[src/rtl/diq_pkg.sv]
package diq_pkg;
   // ==========================================================
   // port geometry
   localparam int LANES = 4;
   localparam int LANE_W = 8;
   localparam int WORD_W = LANES * LANE_W;
   // ==========================================================
   // timing, buffer depth and empty values
   localparam int READY_LATENCY = 1;
   localparam int WRITE_LATENCY_DEF = 1;
   localparam int WRITE_LATENCY_MAX = 8;
   localparam int BUF_DEPTH = 2;
   localparam logic [3:0] LANES_NONE = 4'h0;
   localparam logic [31:0] WORD_ZERO = 32'h0000_0000;
endpackage : diq_pkg

[src/rtl/diq_slot_port.sv]
`timescale 1ns/100ps
module diq_slot_port #(
   parameter bit ENABLE = 1'b1,
   parameter int WRITE_LATENCY = diq_pkg::WRITE_LATENCY_DEF
) (
   input wire logic sys_clk,
   input wire logic srst,
   // frame side, receive: extracted slot bytes
   input wire logic [3:0] frm_rx_lane_flags,
   input wire logic [31:0] frm_rx_word,
   output logic frm_rx_ready,
   // frame side, transmit: slot schedule and inserted bytes
   input wire logic [3:0] frm_tx_slot_lanes,
   output logic [3:0] frm_tx_lane_flags,
   output logic [31:0] frm_tx_word,
   // user side
   output logic [3:0] rx_sample_lane_flags,
   output logic [31:0] rx_sample_word,
   input wire logic rx_sample_ready,
   output logic [3:0] tx_sample_lane_accept,
   input wire logic [3:0] tx_sample_lane_flags,
   input wire logic [31:0] tx_sample_word
);
   // ==========================================================
   // receive path: two-entry buffer whose first entry is the output register
   // itself, so a stalled user loses no word and the outputs stay flops
   logic [3:0] hold_flags_reg;
   logic [31:0] hold_word_reg;
   logic [1:0] buf_cnt_reg;
   logic [1:0] cnt_next;
   logic in_fire;
   logic out_fire;

   // a word is offered whenever any lane flag is set
   assign in_fire = ENABLE && (frm_rx_lane_flags != diq_pkg::LANES_NONE) && frm_rx_ready;
   // an empty output shows zero flags, so nonzero flags mean a word is held
   assign out_fire = (rx_sample_lane_flags != diq_pkg::LANES_NONE) && rx_sample_ready;
   assign cnt_next = buf_cnt_reg + {1'b0, in_fire} - {1'b0, out_fire};

   // every port flop runs on sys_clk alone
   always_ff @(posedge sys_clk) begin
      if (srst) begin
         buf_cnt_reg <= 2'h0;
      end else begin
         buf_cnt_reg <= cnt_next;
      end
   end

   // second entry only fills while the output entry is occupied and stays
   always_ff @(posedge sys_clk) begin
      if (srst) begin
         hold_flags_reg <= diq_pkg::LANES_NONE;
         hold_word_reg <= diq_pkg::WORD_ZERO;
      end else if (in_fire && cnt_next == 2'h2) begin
         hold_flags_reg <= frm_rx_lane_flags;
         hold_word_reg <= frm_rx_word;
      end
   end

   // ready is registered from the next count, so it never admits a third word
   always_ff @(posedge sys_clk) begin
      if (srst) begin
         frm_rx_ready <= 1'b0;
      end else begin
         frm_rx_ready <= ENABLE && (cnt_next < 2'(diq_pkg::BUF_DEPTH));
      end
   end

   // output entry: refilled from the second entry first, keeping word order
   always_ff @(posedge sys_clk) begin
      if (srst || !ENABLE) begin
         rx_sample_lane_flags <= diq_pkg::LANES_NONE;
         rx_sample_word <= diq_pkg::WORD_ZERO;
      end else if (out_fire || buf_cnt_reg == 2'h0) begin
         if (buf_cnt_reg == 2'h2) begin
            rx_sample_lane_flags <= hold_flags_reg;
            rx_sample_word <= hold_word_reg;
         end else if (in_fire) begin
            rx_sample_lane_flags <= frm_rx_lane_flags;
            rx_sample_word <= frm_rx_word;
         end else begin
            rx_sample_lane_flags <= diq_pkg::LANES_NONE;
            rx_sample_word <= diq_pkg::WORD_ZERO;
         end
      end
   end

   // ==========================================================
   // transmit path: accept issued ahead of the frame slot
   localparam int DLY = (WRITE_LATENCY < 1) ? 1 : WRITE_LATENCY;
   logic [3:0] slot_pipe_reg [DLY];
   logic [3:0] accept_prev_reg;
   logic [3:0] take_lanes;

   // zeroes every byte whose lane flag is clear
   function automatic logic [31:0] lane_mask(input logic [3:0] lanes, input logic [31:0] word);
      logic [31:0] res;
      res = diq_pkg::WORD_ZERO;
      for (int b = 0; b < diq_pkg::LANES; b++) begin
         res[b*8 +: 8] = lanes[b] ? word[b*8 +: 8] : 8'h00;
      end
      return res;
   endfunction : lane_mask

   // frame position counters are left to the auxiliary port
   assign take_lanes = accept_prev_reg & tx_sample_lane_flags;
   always_ff @(posedge sys_clk) begin
      if (srst || !ENABLE) begin
         tx_sample_lane_accept <= diq_pkg::LANES_NONE;
         accept_prev_reg <= diq_pkg::LANES_NONE;
      end else begin
         tx_sample_lane_accept <= frm_tx_slot_lanes;
         accept_prev_reg <= tx_sample_lane_accept;
      end
   end

   // write latency delays the inserted bytes toward the frame
   always_ff @(posedge sys_clk) begin
      if (srst) begin
         for (int i = 0; i < DLY; i++) begin
            slot_pipe_reg[i] <= diq_pkg::LANES_NONE;
         end
      end else begin
         slot_pipe_reg[0] <= take_lanes;
         for (int i = 1; i < DLY; i++) begin
            slot_pipe_reg[i] <= slot_pipe_reg[i-1];
         end
      end
   end

   logic [31:0] word_pipe_reg [DLY];
   genvar g;
   generate
      for (g = 0; g < DLY; g++) begin : g_wpipe
         always_ff @(posedge sys_clk) begin
            if (srst) begin
               word_pipe_reg[g] <= diq_pkg::WORD_ZERO;
            end else if (g == 0) begin
               word_pipe_reg[g] <= lane_mask(take_lanes, tx_sample_word);
            end else begin
               word_pipe_reg[g] <= word_pipe_reg[(g == 0) ? 0 : g-1];
            end
         end
      end
   endgenerate

   always_ff @(posedge sys_clk) begin
      if (srst) begin
         frm_tx_lane_flags <= diq_pkg::LANES_NONE;
         frm_tx_word <= diq_pkg::WORD_ZERO;
      end else begin
         frm_tx_lane_flags <= slot_pipe_reg[DLY-1];
         frm_tx_word <= word_pipe_reg[DLY-1];
      end
   end

   // ==========================================================
   // checks
   a_accept_follows_slot: assert property (@(posedge sys_clk) disable iff (srst)
      ENABLE |=> tx_sample_lane_accept == $past(frm_tx_slot_lanes))
      else $error("accept does not follow slot schedule");
   a_lane_ignored: assert property (@(posedge sys_clk) disable iff (srst)
      (tx_sample_lane_accept == 4'h0) |=> ##1 slot_pipe_reg[0] == 4'h0)
      else $error("lane taken without prior accept");
   a_insert_latency: assert property (@(posedge sys_clk) disable iff (srst)
      ##(DLY+2) frm_tx_lane_flags ==
      $past(take_lanes, DLY+1))
      else $error("inserted lanes wrong");
   a_rx_no_overflow: assert property (@(posedge sys_clk) disable iff (srst)
      buf_cnt_reg <= 2'h2)
      else $error("receive buffer overflow");
   a_rx_hold_stall: assert property (@(posedge sys_clk) disable iff (srst)
      (rx_sample_lane_flags != 4'h0 && !rx_sample_ready) |=>
      $stable(rx_sample_word) && $stable(rx_sample_lane_flags))
      else $error("receive word changed under stall");
   a_rx_empty_quiet: assert property (@(posedge sys_clk) disable iff (srst)
      (buf_cnt_reg == 2'h0) |-> rx_sample_lane_flags == 4'h0)
      else $error("flags shown with empty buffer");
   a_rx_take_flags: assert property (@(posedge sys_clk) disable iff (srst)
      (in_fire && buf_cnt_reg == 2'h0) |=> rx_sample_lane_flags == $past(frm_rx_lane_flags))
      else $error("taken flags not presented");
   a_rx_take_word: assert property (@(posedge sys_clk) disable iff (srst)
      (in_fire && buf_cnt_reg == 2'h0) |=> rx_sample_word == $past(frm_rx_word))
      else $error("taken word not presented");
   a_rx_ready_room: assert property (@(posedge sys_clk) disable iff (srst)
      (ENABLE && cnt_next != 2'h2) |=> frm_rx_ready)
      else $error("ready low with room left");
   a_tx_word_zeroed: assert property (@(posedge sys_clk) disable iff (srst)
      frm_tx_word == lane_mask(frm_tx_lane_flags, frm_tx_word))
      else $error("byte outside inserted lanes");
   a_disabled_quiet: assert property (@(posedge sys_clk) disable iff (srst)
      !ENABLE |=> tx_sample_lane_accept == 4'h0 && rx_sample_lane_flags == 4'h0)
      else $error("port active while disabled");
   a_ready_full: assert property (@(posedge sys_clk) disable iff (srst)
      (buf_cnt_reg == 2'h2 && !out_fire) |=> !frm_rx_ready)
      else $error("ready high while buffer full");
   a_word_masked: assert property (@(posedge sys_clk) disable iff (srst)
      (accept_prev_reg[0] == 1'b0) |=> word_pipe_reg[0][7:0] == 8'h00)
      else $error("unaccepted byte inserted");
   c_rx_stall: cover property (@(posedge sys_clk) buf_cnt_reg == 2'h2);
   c_tx_full: cover property (@(posedge sys_clk) slot_pipe_reg[0] == 4'hF);
   c_tx_partial: cover property (@(posedge sys_clk) slot_pipe_reg[0] == 4'h7);
   c_rx_pass: cover property (@(posedge sys_clk) in_fire && out_fire);
   c_tx_masked: cover property (@(posedge sys_clk) (tx_sample_lane_flags & ~accept_prev_reg) != 4'h0);
endmodule : diq_slot_port

[config.mk]
export PLATFORM = sky130hd
export DESIGN_NAME = diq_slot_port
export DESIGN_NICKNAME = d
export VERILOG_FILES = /design/src/rtl/diq_pkg.sv /design/src/rtl/diq_slot_port.sv
export SDC_FILE = /design/constraint.sdc
export NUM_CORES = 1
export LEC_CHECK = 0
export BUFFER_PORTS_ARGS = -buffer_cell sky130_fd_sc_hd__buf_2
export CAP_MARGIN = 30
export CELL_PAD_IN_SITES_DETAIL_PLACEMENT = 1
export CELL_PAD_IN_SITES_GLOBAL_PLACEMENT = 1
export CORE_MARGIN = 4
export CORE_UTILIZATION = 42
export DETAILED_ROUTE_END_ITERATION = 7
export PLACE_DENSITY = 0.82
export SKIP_CTS_REPAIR_TIMING = 1
export SYNTH_ARGS = -nofsm -noshare
export SYNTH_HDL_FRONTEND = slang
export SYNTH_SLANG_ARGS = --single-unit
[constraint.sdc]
create_clock -name sys_clk -period 6.05 [get_ports sys_clk]
set_clock_uncertainty 0.1 [all_clocks]
set_input_delay 0.605 -clock sys_clk [delete_from_list [all_inputs] [get_ports sys_clk]]
set_output_delay 0.605 -clock sys_clk [all_outputs]
set_load 0.005 [all_outputs]
==> qor.yml <==
outcome:
  status: "finished clean"
floorplan:
  coreArea_sq_um: 13200
  initial_core_util: 0.430
  die_height_microns: 125
  die_x_microns: 125
  ios: 156
  die_area_sq_um: 15500
  rows: 42
clocking:
  numCtsBuffers: 17
  cts.clk_slew.worst_paths_ps: 60
  cts_root_buffer: "clkbuf_16"
  clkLatencyLatePin_ps: 420
  cts.sinks: 155
  cts_tree: "yes"
  clock_path_buffers: 2
  cts_max_level: 4
sta:
  rsz0062_at_grt: "no"
  slew_violations: 0
  setup_tns_ps: 0
  post-route-period-util: 0.692
  whs_ps: 282
  setup_viol: 0
  tightestPinTransition_ps: 964
  hold_viol_final: 0
  fmaxAchievable_mhz: 239
  max_slew_margin: 0.356
  period_needed_ps: 4190
  worst_slack_ps: 1860
setup_path:
  crit_fanout: 37
  worstPathRequired_ps: 6290
  crit_type: "reg -> reg"
  crit_arrival_ps: 4430
  critical_path.startpoint_type: "flip-flop"
  critPathCaptureType: "flip-flop"
  r2r_start: "frm_rx_ready$_SDFF_PP0_"
  reg2reg_to: "hold_word_reg[5]$_SDFFE_PP0P_"
  regToRegSetupSlack_ps: 1860
  reg2regPathDepth: 10
final_layout:
  utilization: 0.542
  layout_commonest_cell: "dfxtp_1"
  area_delta_synth_final_pct: 25.9
  fin_nets: 769
  drive_gt1_frac: 0.328
  layout_common_cells: "155 x dfxtp_1, 154 x buf_2, 44 x nor2b_1"
global_routing:
  grt_overflow_total: 0
  antenna_found_initial: 0
  grt_max_degree: 69
  grt_pass1_vias: 5031
  grt.total_usage: 0.216
  grt_pass1_wl_microns: 27200
worst_hold_path:
  min_from: "tx_sample_word[8]"
  min_path_type: "in -> reg"
  worstHoldPathCells: 2
  worstHoldEndpoint: "word_pipe_reg[0][8]$_SDFF_PP0_"
yosys:
  synth_cell_types: 30
  netlist_top_cells_area: "dfxtp_1 54%, a311oi_2 6.8%, nor2b_1 4.9%"
  synth-seq-cells: 155
  yosysTopAreaCell: "dfxtp_1"
  synth-seq-area-share: 0.544
  syn_avg_cell_area_sq_um: 10.1
  syn-num-nets: 645
  ys.warnings.count: 0
  synth_area_sq_um: 5700
  syn_inst: 564
  synth_top_area_frac: 0.544
placement:
  portBuffers: 155
  dp_hpwl_microns: 10700
  place_ws_ps: 1610
  gp_congestion: 0.784
power:
  vdd_ir_drop_max_mv: 0.307
  total_power_mw: 3.75
  leakagePower_nw: 2.91
  p_per_area_nw_per_um2: 523
detailed_routing:
  via_count: 4769
  ant_nets: 0
  drc: 0
  totalWireLength_microns: 16600
  firstDrtPassIters: 4
  post_drt_wl_per_cell_microns: 18.9
  via_per_inst: 5.43
  drtIter0Drc: 334
flow_run:
  maxCapViolCount: 0
critical path, stage by stage (launching register included):
cell	delay, ps
dfxtp_1	410
o41a_2	620
buf_12	270
clkinv_2	440
ha_1	490
inv_1	40
ha_1	530
buf_8	280
inv_2	510
nand4_1	200
a21oi_1	180
logic make-up after synthesis:
logic type	count (synthesis)	share of synthesized area
AO/OA/AOI/OAI	114	0.174
adder cells (fa/ha/maj)	2	0.00439
AND/OR/NAND/NOR	231	0.221
buffers and inverters	60	0.0476
XOR/XNOR	2	0.00834
flip-flops	155	0.544
Yosys cell counts:
library cell and count:
nand2b_1 1, buf_6 3, nor2b_1 45, and2_1 32, nor3_1 36, a311oi_1 6
dfxtp_1 155, a31oi_1 4, buf_2 9, nor2_1 7, a211oi_2 4, inv_2 1
clkinv_2 1, nand3_1 32, buf_1 4, and3b_1 4, ha_1 2, nor2_2 1
o41a_1 2, clkbuf_1 38, inv_1 1, buf_4 3, or2_1 1, a21oi_1 36
a311oi_2 26, o31ai_1 36, xnor3_1 1, nand4_1 36, xor3_2 1, nand2_1 36
per-stage QoR:
stage          instance area [sq um]  instances
2_1_floorplan                   5700        564
3_3_place_gp                    6480        842
3_5_place_dp                    6520        844
4_1_cts                         7150        876
5_1_grt                         7180        877
6_report                        7180        878
final cells by class:
| type | instances | area, sq um |
|---|---|---|
| Antenna cell | 1 | 2.50 |
| Clock buffer | 20 | 447 |
| Clock inverter | 12 | 188 |
| Fill cell | 1482 | 6060 |
| Inverter | 3 | 12.5 |
| Multi-Input combinational cell | 349 | 2340 |
| Sequential cell | 155 | 3100 |
| Tap cell | 176 | 220 |
| Timing Repair Buffer | 162 | 871 |
how the worst max path moves through the flow:
stage,from,to,slack [ps],depth (start not counted)
2_1_floorplan,frm_rx_lane_flags[3],hold_flags_reg[0]$_SDFFE_PP0P_,3110,12
3_3_place_gp,frm_rx_lane_flags[1],hold_word_reg[15]$_SDFFE_PP0P_,800,9
3_5_place_dp,frm_rx_lane_flags[3],hold_word_reg[5]$_SDFFE_PP0P_,1610,11
4_1_cts,frm_rx_ready$_SDFF_PP0_,hold_word_reg[5]$_SDFFE_PP0P_,1860,10
5_1_grt,frm_rx_ready$_SDFF_PP0_,hold_word_reg[14]$_SDFFE_PP0P_,1430,10
6_report,frm_rx_ready$_SDFF_PP0_,hold_word_reg[5]$_SDFFE_PP0P_,1860,10
where the power goes:
part	total [mW]	switching [mW]	internal [mW]
clock	1.14	0.432	0.708
combinational	1.33	0.917	0.413
sequential	1.28	0.0992	1.19
layer usage:
metal | vias to the layer above | track usage | share of wire
li1 | 2292 | - | -
met1 | 2313 | 0.270 | 0.43
met2 | 152 | 0.365 | 0.50
met3 | 12 | 0.0545 | 0.060
met4 | 0 | 0.0683 | 0.0072
met5 | - | 0 | 0
(Power assumes the default switching activity.)
